<file path="src/sadc_pkg.sv">
// Shared constants and types for the converter link and its host
package sadc_pkg;

  // Result word: sign bit then magnitude, MSB first
  localparam int RESULT_W = 15;
  localparam int BIT_CNT_W = 4;

  // Clock of both ends
  localparam int CLK_PERIOD_PS = 5000;
  localparam int CLK_FREQ_KHZ = 200000;

  // Strobe high width, least time rounded up
  localparam int STROBE_HIGH_PS = 28500;
  localparam int STROBE_HIGH_CYC =
    (STROBE_HIGH_PS + CLK_PERIOD_PS - 1) / CLK_PERIOD_PS;

  // Serial clock: full-rate figure, and the divider actually used
  localparam int SCK_FREQ_KHZ = 105000;
  localparam int SCK_HALF_RATE = CLK_FREQ_KHZ / (2 * SCK_FREQ_KHZ);
  // Round trip through both synchronisers needs this many cycles
  localparam int SYNC_TRIP_CYC = 8;
  localparam int SCK_HALF_CYC =
    (SCK_HALF_RATE > SYNC_TRIP_CYC) ? SCK_HALF_RATE : SYNC_TRIP_CYC;

  // Reinitialisation after supply return, and reference recharge
  localparam int POR_WAIT_MS = 10;
  localparam longint POR_WAIT_CYC_L =
    longint'(POR_WAIT_MS) * 64'h0000_0000_3b9a_ca00 / CLK_PERIOD_PS;
  localparam int POR_WAIT_CYC = int'(POR_WAIT_CYC_L);
  localparam int SLEEP_WAKE_MS = 10;
  localparam longint SLEEP_WAKE_CYC_L =
    longint'(SLEEP_WAKE_MS) * 64'h0000_0000_3b9a_ca00 / CLK_PERIOD_PS;
  localparam int SLEEP_WAKE_CYC = int'(SLEEP_WAKE_CYC_L);
  localparam int WAIT_W = 22;

  // Lone strobe counts that move the power state
  localparam int STRB_W = 3;
  localparam logic [STRB_W-1:0] STRB_TO_NAP = 3'h2;
  localparam logic [STRB_W-1:0] STRB_TO_SLEEP = 3'h4;
  localparam logic [STRB_W-1:0] STRB_TO_WAKE = 3'h5;

  typedef enum logic [1:0] {
    SADC_OPER = 2'b00,
    SADC_NAP = 2'b01,
    SADC_SLEEP = 2'b10
  } sadc_power_t;

endpackage

</file>
<file path="src/sadc_link_if.sv">
// Serial link between the converter and its host controller
`timescale 1ns/1ps
interface sadc_link_if;
  logic conversion_strobe_n;
  logic sck_pos;
  logic sck_neg;
  logic lvds_sel;
  logic serial_out_pos;
  logic serial_out_neg;

  modport dev (
    input conversion_strobe_n,
    input sck_pos,
    input sck_neg,
    input lvds_sel,
    output serial_out_pos,
    output serial_out_neg
  );

  modport host (
    output conversion_strobe_n,
    output sck_pos,
    output sck_neg,
    output lvds_sel,
    input serial_out_pos,
    input serial_out_neg
  );
endinterface

</file>
<file path="src/sadc_host.sv">
// Host end: strobe and serial clock generation, word capture
`timescale 1ns/1ps
module sadc_host #(
  parameter int SETTLE_CYC = sadc_pkg::POR_WAIT_CYC,
  parameter int WAKE_CYC = sadc_pkg::SLEEP_WAKE_CYC
) (
  input wire logic clk,
  input wire logic reset_n,
  sadc_link_if.host link,
  input wire logic lvds_mode,
  input wire logic conv_req,
  input wire logic pulse_req,
  input wire logic wake_req,
  output logic ready,
  output logic [sadc_pkg::RESULT_W-1:0] word,
  output logic word_valid,
  output logic word_discard,
  output logic [sadc_pkg::STRB_W-1:0] lone_count
);

  localparam int W = sadc_pkg::RESULT_W;
  localparam int CW = sadc_pkg::WAIT_W;

  typedef enum logic [2:0] {
    H_WAIT = 3'b000,
    H_IDLE = 3'b001,
    H_STRB_HI = 3'b010,
    H_SCK_LO = 3'b011,
    H_SCK_HI = 3'b100,
    H_WAKE = 3'b101,
    H_GAP = 3'b110
  } sadc_hstate_t;

  // Data pin synchroniser; stage two only is read
  logic din_s1_ff;
  logic din_s2_ff;
  always_ff @(posedge clk or negedge reset_n) begin
    if (!reset_n) begin
      din_s1_ff <= 1'b0;
      din_s2_ff <= 1'b0;
    end else begin
      din_s1_ff <= link.serial_out_pos;
      din_s2_ff <= din_s1_ff;
    end
  end

  sadc_hstate_t st_ff;
  sadc_hstate_t nxt_st;
  logic [CW-1:0] cnt_ff;
  logic [CW-1:0] nxt_cnt;
  logic [sadc_pkg::BIT_CNT_W-1:0] bits_ff;
  logic [sadc_pkg::BIT_CNT_W-1:0] nxt_bits;
  logic [sadc_pkg::STRB_W-1:0] strb_ff;
  logic [sadc_pkg::STRB_W-1:0] nxt_strb;
  logic [W-1:0] word_ff;
  logic [W-1:0] nxt_word;
  logic lone_ff, nxt_lone;
  logic first_ff, nxt_first;
  logic strobe_ff, nxt_strobe;
  logic sck_neg_ff, nxt_sck_neg;
  logic sck_ff, nxt_sck;
  logic valid_ff, nxt_valid;
  logic disc_ff, nxt_disc;
  logic ready_ff, nxt_ready;
  logic lvds_ff;
  logic [sadc_pkg::STRB_W-1:0] strb_inc;

  assign strb_inc = strb_ff + 3'h1;

  // Sequencer for strobes, clock bursts and waits
  always_comb begin
    nxt_st = st_ff;
    nxt_cnt = cnt_ff;
    nxt_bits = bits_ff;
    nxt_strb = strb_ff;
    nxt_word = word_ff;
    nxt_lone = lone_ff;
    nxt_first = first_ff;
    nxt_strobe = strobe_ff;
    nxt_sck = sck_ff;
    nxt_valid = 1'b0;
    nxt_disc = disc_ff;
    unique case (st_ff)
      H_WAIT: begin
        if (cnt_ff == '0) begin
          nxt_st = H_IDLE;
        end else begin
          nxt_cnt = cnt_ff - 22'h00_0001;
        end
      end
      H_IDLE: begin
        // Conversions only while awake; lone pulses always allowed
        if (conv_req && strb_ff < sadc_pkg::STRB_TO_NAP) begin
          nxt_strobe = 1'b1;
          nxt_lone = 1'b0;
          nxt_cnt = CW'(sadc_pkg::STROBE_HIGH_CYC - 1);
          nxt_st = H_STRB_HI;
        end else if (pulse_req) begin
          nxt_strobe = 1'b1;
          nxt_lone = 1'b1;
          nxt_cnt = CW'(sadc_pkg::STROBE_HIGH_CYC - 1);
          nxt_st = H_STRB_HI;
        end else if (wake_req && !(lvds_ff
                     && strb_ff >= sadc_pkg::STRB_TO_SLEEP)) begin
          nxt_sck = 1'b1;
          nxt_cnt = CW'(sadc_pkg::SCK_HALF_CYC - 1);
          nxt_st = H_WAKE;
        end
      end
      H_STRB_HI: begin
        if (cnt_ff == '0) begin
          nxt_strobe = 1'b0;
          nxt_cnt = CW'(sadc_pkg::SCK_HALF_CYC - 1);
          nxt_bits = sadc_pkg::BIT_CNT_W'(W);
          if (lone_ff) begin
            // Clock stays still, so the device counts this strobe
            nxt_st = H_GAP;
            nxt_strb = strb_inc;
            if (strb_inc == sadc_pkg::STRB_TO_NAP) begin
              nxt_first = 1'b1;
            end
            if (strb_inc == sadc_pkg::STRB_TO_WAKE) begin
              nxt_strb = 3'h0;
              nxt_cnt = CW'(WAKE_CYC);
              nxt_st = H_WAIT;
            end
          end else begin
            nxt_st = H_SCK_LO;
          end
        end else begin
          nxt_cnt = cnt_ff - 22'h00_0001;
        end
      end
      H_SCK_LO: begin
        if (cnt_ff == '0) begin
          nxt_sck = 1'b1;
          nxt_strb = 3'h0;
          nxt_cnt = CW'(sadc_pkg::SCK_HALF_CYC - 1);
          nxt_st = H_SCK_HI;
        end else begin
          nxt_cnt = cnt_ff - 22'h00_0001;
        end
      end
      H_SCK_HI: begin
        if (cnt_ff == '0) begin
          // Sample late in the high phase, after the bit settled
          nxt_word = {word_ff[W-2:0], din_s2_ff};
          nxt_sck = 1'b0;
          nxt_bits = bits_ff - 4'h1;
          nxt_cnt = CW'(sadc_pkg::SCK_HALF_CYC - 1);
          if (bits_ff == 4'h1) begin
            nxt_valid = 1'b1;
            nxt_disc = first_ff;
            nxt_first = 1'b0;
            nxt_st = H_GAP;
          end else begin
            nxt_st = H_SCK_LO;
          end
        end else begin
          nxt_cnt = cnt_ff - 22'h00_0001;
        end
      end
      H_WAKE: begin
        if (cnt_ff == '0) begin
          nxt_sck = 1'b0;
          nxt_strb = 3'h0;
          if (strb_ff >= sadc_pkg::STRB_TO_SLEEP) begin
            nxt_cnt = CW'(WAKE_CYC);
            nxt_st = H_WAIT;
          end else begin
            nxt_cnt = CW'(sadc_pkg::SCK_HALF_CYC - 1);
            nxt_st = H_GAP;
          end
        end else begin
          nxt_cnt = cnt_ff - 22'h00_0001;
        end
      end
      H_GAP: begin
        if (cnt_ff == '0) begin
          nxt_st = H_IDLE;
        end else begin
          nxt_cnt = cnt_ff - 22'h00_0001;
        end
      end
      default: nxt_st = H_WAIT;
    endcase
    nxt_ready = (nxt_st == H_IDLE);
    // Negative clock pin registered so it cannot glitch
    nxt_sck_neg = lvds_mode & ~nxt_sck;
  end

  always_ff @(posedge clk or negedge reset_n) begin
    if (!reset_n) begin
      st_ff <= H_WAIT;
      cnt_ff <= CW'(SETTLE_CYC);
      bits_ff <= 4'h0;
      strb_ff <= 3'h0;
      word_ff <= '0;
      lone_ff <= 1'b0;
      first_ff <= 1'b1;
      strobe_ff <= 1'b0;
      sck_neg_ff <= 1'b0;
      sck_ff <= 1'b0;
      valid_ff <= 1'b0;
      disc_ff <= 1'b0;
      ready_ff <= 1'b0;
      lvds_ff <= 1'b0;
    end else begin
      st_ff <= nxt_st;
      cnt_ff <= nxt_cnt;
      bits_ff <= nxt_bits;
      strb_ff <= nxt_strb;
      word_ff <= nxt_word;
      lone_ff <= nxt_lone;
      first_ff <= nxt_first;
      strobe_ff <= nxt_strobe;
      sck_neg_ff <= nxt_sck_neg;
      sck_ff <= nxt_sck;
      valid_ff <= nxt_valid;
      disc_ff <= nxt_disc;
      ready_ff <= nxt_ready;
      lvds_ff <= lvds_mode;
    end
  end

  // Pins from flops; clock pair split only in LVDS
  assign link.conversion_strobe_n = strobe_ff;
  assign link.sck_pos = sck_ff;
  assign link.sck_neg = sck_neg_ff;
  assign link.lvds_sel = lvds_ff;
  assign ready = ready_ff;
  assign word = word_ff;
  assign word_valid = valid_ff;
  assign word_discard = disc_ff;
  assign lone_count = strb_ff;

endmodule // sadc_host

</file>
<file path="src/flat_wrapper.sv">
// flat-port wrapper written by rule: the top's interface ports become plain ports
module sadc_host_flat 
#(
  parameter int SETTLE_CYC = sadc_pkg::POR_WAIT_CYC,
  parameter int WAKE_CYC = sadc_pkg::SLEEP_WAKE_CYC
)
  (clk, reset_n, lvds_mode, conv_req, pulse_req, wake_req, ready, word, word_valid, word_discard, lone_count, link_conversion_strobe_n, link_sck_pos, link_sck_neg, link_lvds_sel, link_serial_out_pos, link_serial_out_neg);
  sadc_link_if link_i ();
  input wire logic clk;
  input wire logic reset_n;
  input wire logic lvds_mode;
  input wire logic conv_req;
  input wire logic pulse_req;
  input wire logic wake_req;
  output logic ready;
  output logic [sadc_pkg::RESULT_W-1:0] word;
  output logic word_valid;
  output logic word_discard;
  output logic [sadc_pkg::STRB_W-1:0] lone_count;
  output wire logic [$bits(link_i.conversion_strobe_n)-1:0] link_conversion_strobe_n;
  output wire logic [$bits(link_i.sck_pos)-1:0] link_sck_pos;
  output wire logic [$bits(link_i.sck_neg)-1:0] link_sck_neg;
  output wire logic [$bits(link_i.lvds_sel)-1:0] link_lvds_sel;
  input wire logic [$bits(link_i.serial_out_pos)-1:0] link_serial_out_pos;
  input wire logic [$bits(link_i.serial_out_neg)-1:0] link_serial_out_neg;
  assign link_conversion_strobe_n = link_i.conversion_strobe_n;
  assign link_sck_pos = link_i.sck_pos;
  assign link_sck_neg = link_i.sck_neg;
  assign link_lvds_sel = link_i.lvds_sel;
  assign link_i.serial_out_pos = link_serial_out_pos;
  assign link_i.serial_out_neg = link_serial_out_neg;
  sadc_host #(.SETTLE_CYC(SETTLE_CYC), .WAKE_CYC(WAKE_CYC)) u_core (.clk(clk), .reset_n(reset_n), .link(link_i), .lvds_mode(lvds_mode), .conv_req(conv_req), .pulse_req(pulse_req), .wake_req(wake_req), .ready(ready), .word(word), .word_valid(word_valid), .word_discard(word_discard), .lone_count(lone_count));
endmodule
</file>
<file path="config.mk">
export PLATFORM = sky130hd
export DESIGN_NAME = sadc_host_flat
export DESIGN_NICKNAME = d
export VERILOG_FILES = /design/src/sadc_pkg.sv /design/src/sadc_link_if.sv /design/src/sadc_host.sv /design/src/flat_wrapper.sv
export SDC_FILE = /design/constraint.sdc
export NUM_CORES = 1
export LEC_CHECK = 0
export BUFFER_PORTS_ARGS = -buffer_cell sky130_fd_sc_hd__buf_2
export CORE_MARGIN = 2
export CORE_UTILIZATION = 25
export DETAILED_ROUTE_END_ITERATION = 6
export PLACE_DENSITY = 0.52
export REMOVE_ABC_BUFFERS = 1
export SLEW_MARGIN = 10
export SYNTH_ARGS = -nofsm -noshare
export SYNTH_HDL_FRONTEND = slang
export SYNTH_SLANG_ARGS = --single-unit
</file>
<file path="constraint.sdc">
create_clock -name clk -period 2.4 [get_ports clk]
set_clock_uncertainty 0.1 [all_clocks]
set_input_delay 0.12 -clock clk [delete_from_list [all_inputs] [get_ports clk]]
set_output_delay 0.12 -clock clk [all_outputs]
set_load 0.02 [all_outputs]
</file>
Word-level counts from Yosys, hierarchy flattened
Cells that the tools add are included.
Widths: inputs -> output; s select.

word-level totals
  bits of input ports = 8
  bits in registers = 58
  word-level logic and storage cells = 117
  output and inout bits = 25

cells by class
  eq/ne operators = 19
  magnitude comparators = 2
  add/sub/neg operators = 3
  bitwise logic cells = 2
  reductions and logical operators = 23
  mux-type cells = 52

operators with widths
  operator               number
  $mux 22                8
  $pmux 22 s5            1
  $mux 3                 16
  $mux 21                2
  $logic_not 22->1       1
  $sub 22x1->22 const B  1
  $pmux 3 s6             1
  $mux 1                 17
  $eq 3x3->1 const B     4
  $ne 2x1->1 const B     6
  $reduce_and 3->1       4
  $eq 3x2->1 const B     3
  $mux 4                 2
  $pmux 4 s2             1
  $reduce_bool 2->1      4
  $reduce_or 2->1        4
  $eq 3x1->1 const B     2
  $pmux 3 s2             1
  $reduce_and 6->1       1
  $reduce_bool 5->1      1
  $eq 4x1->1 const B     1
  $ne 4x2->1 const B     1
  $pmux 1 s2             2
  $reduce_and 2->1       2
  13 further kinds       15

Longest topological paths before layout
  depth in word-level cells = 10
  depth in mapped cells = 10
  depth with buffers taken out = 9

Worst setup path before layout
OpenSTA, ideal clock, no wires.

  path kind = reg2reg
  start point = register u_core.cnt_ff[10]
  end point = register u_core.disc_ff, in the netlist u_core.word_discard
  path slack = -0.195 ns
  setup time = 0.128 ns
  arrival time = 2.368 ns
  required time = 2.172 ns
  buffers on the path = 2
  cell stages (with the launch flop) = 9
  clock period less this slack = 2.595 ns
  cells stage by stage = dfstp_2 buf_2 nor4_2 nand3_1 or2_4 buf_2 nor3_1 and4bb_1 mux2_1

between the ends
  longest elaborated chain between the ends = 2

RTL lines
  element                     line              text
  from (decl)                 sadc_host.sv:49   logic [CW-1:0] cnt_ff;
  from (signal assigned)      sadc_host.sv:195  cnt_ff <= CW'(SETTLE_CYC);
  from (signal assigned)      sadc_host.sv:210  cnt_ff <= nxt_cnt;
  $logic_not 22->1            sadc_host.sv:145  if (cnt_ff == '0) begin
  $reduce_and 3->1 (no line)  n/a
  to (signal assigned)        sadc_host.sv:220  disc_ff <= nxt_disc;
  to (decl)                   sadc_host.sv:63   logic disc_ff, nxt_disc;

No other way between the ends.
A chain may end at the register's enable or synchronous reset.

Worst setup path after layout
  start point = register u_core.cnt_ff[3]
  end point = register u_core.cnt_ff[1]

between the ends
  longest elaborated chain between the ends = 3
  elaborated cells on any way between the ends = 7
  those cells by class = eq/ne (1); mux (4); reduce/logical (2)

RTL lines
  element                                          line              text
  $logic_not 22->1 (*)                             n/a
  $mux 22, or another cell as far along            sadc_host.sv:164  if (cnt_ff == '0) begin
  $pmux 22 s5 or $reduce_and 3->1 (tied branches)  n/a

Mark *: on every way between the ends. The rest lies on a longest branch, timed or not.

==> results.ini <==
[die]
initial_core_util=0.259
ios=33
fp.dieArea_sq_mm=0.0135
core_area_sq_mm=0.0122
fp.dieH_microns=116
row_count=40
die_x_microns=116

[placement]
dpl-instance-area_sq_mm=0.00395
place_ws_ns=-0.231
gp_congestion=0.824
post-dp-hpwl_mm=5.88
port_buffers=31

[outcome]
violations=setup timing
outcome=finished with violations

[cts]
clockRootBuffer=clkbuf_16
h-tree-depth=3
cts_tree=yes
clkSinkCount=58
clk_pin_slew_ns=0.06
numCtsBuffers=9
clk_latency_ns=0.33
cts_buffer_depth=2

[detailed_routing]
wl_per_cell_microns=13.6
dr_total_vias=2795
drt-vias-per-instance=4.73
drc=0
final_antenna_net_count=0
drt-total-wl_mm=8.07
first_pass_iters=4
drt_iter0_markers=60

[timing]
rsz0062_at_grt=true
tns_ns=-0.0453
max_freq_mhz=412
drv_slew=0
relSlewSlack=0.511
min_period_over_period=1.01
setup_violations=5
hold_viol=0
max_slew.worst_pin.slew_ns=0.733
finalWorstSetupSlack_ns=-0.0294
period_needed_ns=2.43

[layout]
final_common_cell=buf_4
postLayoutCellArea_sq_mm=0.00446
fillerInstances=1203
fin_util=0.367
final_cell_mix=63 x buf_4, 49 x dfrtp_1, 31 x buf_2
syn2layout_area_growth_pct=41.9
n_antenna_cell=0
drive_above_1_share=0.359
final_nets=433

[grt]
track_usage=0.131
grt_max_degree=31
grt_pass1_vias=2814
grt_antenna_before_repair=0
grt_overflow=0
grt_pass1_wl_mm=13.8

[setup_path]
setup.worst_path.start_class=register
cp_top_family=simple AND/OR/NAND/NOR gates
cp_max_fo=4
critPathRequiredTime_ns=2.51
crit_arrival_ns=2.54
path_buf_inv=1
slowest_stage=dfrtp_1
path_cells=nor4_4, nand4b_2, or2_4, o41a_1, buf_4, nor2_4, nor2b_1, mux2_1
end_kind=register
critPathMaxStageDelay_ns=0.41
critPathKind=reg -> reg

[power]
ir_worst_vdd_uv=416
power_density_mw_per_mm2=543
fin_total_pwr_w=0.00242
leakagePower_nw=2.04

[synth]
synth_area_sq_mm=0.00315
synth.distinct_cells=60
async_flop_share=1.00
yosysTopAreaCellShare=0.398
yosys-top-cells-area=dfrtp_1 40%, dfstp_2 6.7%, mux2_1 6.1%, a21oi_1 4.1%, o21ai_0 3.2%
synth_edf_count=0
ys.flop_type=dfrtp_1
syn_avg_cell_area_sq_um=9.86
synth_seq_cells=58
ys.warnings.count=0
yosysSeqAreaShare=0.465
synth_cells=319
yosys.area.top_type=dfrtp_1

[flow_run]
cap_viol_max_count=0

[min_path]
hp-class=in -> reg

[power by group]
| part | internal, W | leakage [nW] | switching (W) | total, W |
|---|---|---|---|---|
| Sequential | 0.000982 | 0.740 | 0.000000826 | 0.000983 |
| Clock | 0.000937 | 0.155 | 0.000463 | 0.00140 |
| Combinational | 0.0000137 | 1.15 | 0.0000269 | 0.0000406 |
| Total | 0.00193 | 2.04 | 0.000491 | 0.00242 |
[layer usage]
layer | global-route usage | share of wire | vias to the layer above | wire, microns
li1 | - | - | 1380 | -
met1 | 0.170 | 0.49 | 1345 | 3970
met2 | 0.202 | 0.45 | 56 | 3620
met3 | 0.0384 | 0.040 | 14 | 320
met4 | 0.0619 | 0.020 | 0 | 163
met5 | 0 | 0 | - | 0
[kinds of logic (layout without fill, tap and decap cells)]
kind of cell    Yosys count  count (layout)  synth area share
mux                      17              17            0.0609
flops                    58              58             0.465
xor+xnor                  2               2           0.00557
fa+ha+maj                 7               7            0.0278
simple gates            100             100             0.181
buf+inv                  29             133            0.0378
compound gates          106             106             0.222
[synthesized netlist by cell type, drive strengths merged, types with 2 or more instances]
cell,instances
nor4b,3
dfstp,8
buf,8
nor2,21
nor4,4
a21o,2
or2,3
a31oi,4
and2,3
nand3,8
a22o,9
o21ai,34
nand4,2
and3,2
clkbuf,8
a21oi,26
o211ai,2
nor2b,4
nor3,16
nor3b,2
o22ai,5
a21boi,2
a211oi,2
inv,13
nand2b,3
mux2,17
ha,7
or3,2
o31ai,5
nand2,22
dfrtp,50
o32ai,2
o21bai,2
[layout make-up]
cell class | instances | area, sq um | share of cell area
Clock buffer | 10 | 239 | 0.0535
Clock inverter | 6 | 88.8 | 0.0199
Inverter | 13 | 48.8 | 0.0109
Multi-Input combinational cell | 232 | 1660 | 0.372
Sequential cell | 58 | 1460 | 0.328
Tap cell | 168 | 210 | 0.0471
Timing Repair Buffer | 104 | 754 | 0.169
[worst register-to-register path: stages (launching register included)]
cell      delay (ns)
dfrtp_1         0.41
nor4_4          0.33
nand4b_2        0.15
or2_4           0.30
o41a_1          0.35
buf_4           0.17
nor2_4          0.12
nor2b_1         0.08
mux2_1          0.30
[worst paths after layout]
path / slack, ns / startpoint / end / cells after the start
max reg2reg: -0.03 / u_core.cnt_ff[3] / u_core.cnt_ff[1] / 8
min: 0.12 / conv_req / u_core.lone_ff / 3
max: -0.03 / u_core.cnt_ff[3] / u_core.cnt_ff[1] / 8
min reg2reg: 0.26 / u_core.din_s1_ff / u_core.din_s2_ff / 0
max in group asynchronous: 1.23 / reset_n / u_core.first_ff / 3
min in group asynchronous: 0.29 / reset_n / u_core.word[9] / 2
[timing repair]
action | CTS | global route
pin swaps | 9 | 2
setup endpoints to repair | 39 | 39
setup buffers | 3 | 2
hold endpoints to repair | 25 | 0
hold buffers | 3 | 0
cloned | 0 | 0
resized for setup | 17 | 14
[per-stage QoR]
step,hold WS [ns],std cells
after global routing,0.148,591
after floorplan,-0.276,303
after detailed placement,0.123,568
after global placement,0.116,568
after CTS,0.116,589
final,0.120,591
[sequential cells by signal, indices dropped and copies added (netlist names)]
register	flops
u_core.ready	1
u_core.first_ff	1
u_core.lone_count	3
u_core.st_ff	3
u_core.link.sck_pos	1
u_core.word	15
u_core.lone_ff	1
u_core.link.sck_neg	1
u_core.cnt_ff	22
u_core.word_discard	1
u_core.bits_ff	4
u_core.link.conversion_strobe_n	1
u_core.word_valid	1
u_core.link.lvds_sel	1
u_core.din_s2_ff	1
u_core.din_s1_ff	1
Power figures use the tool's default switching activity.
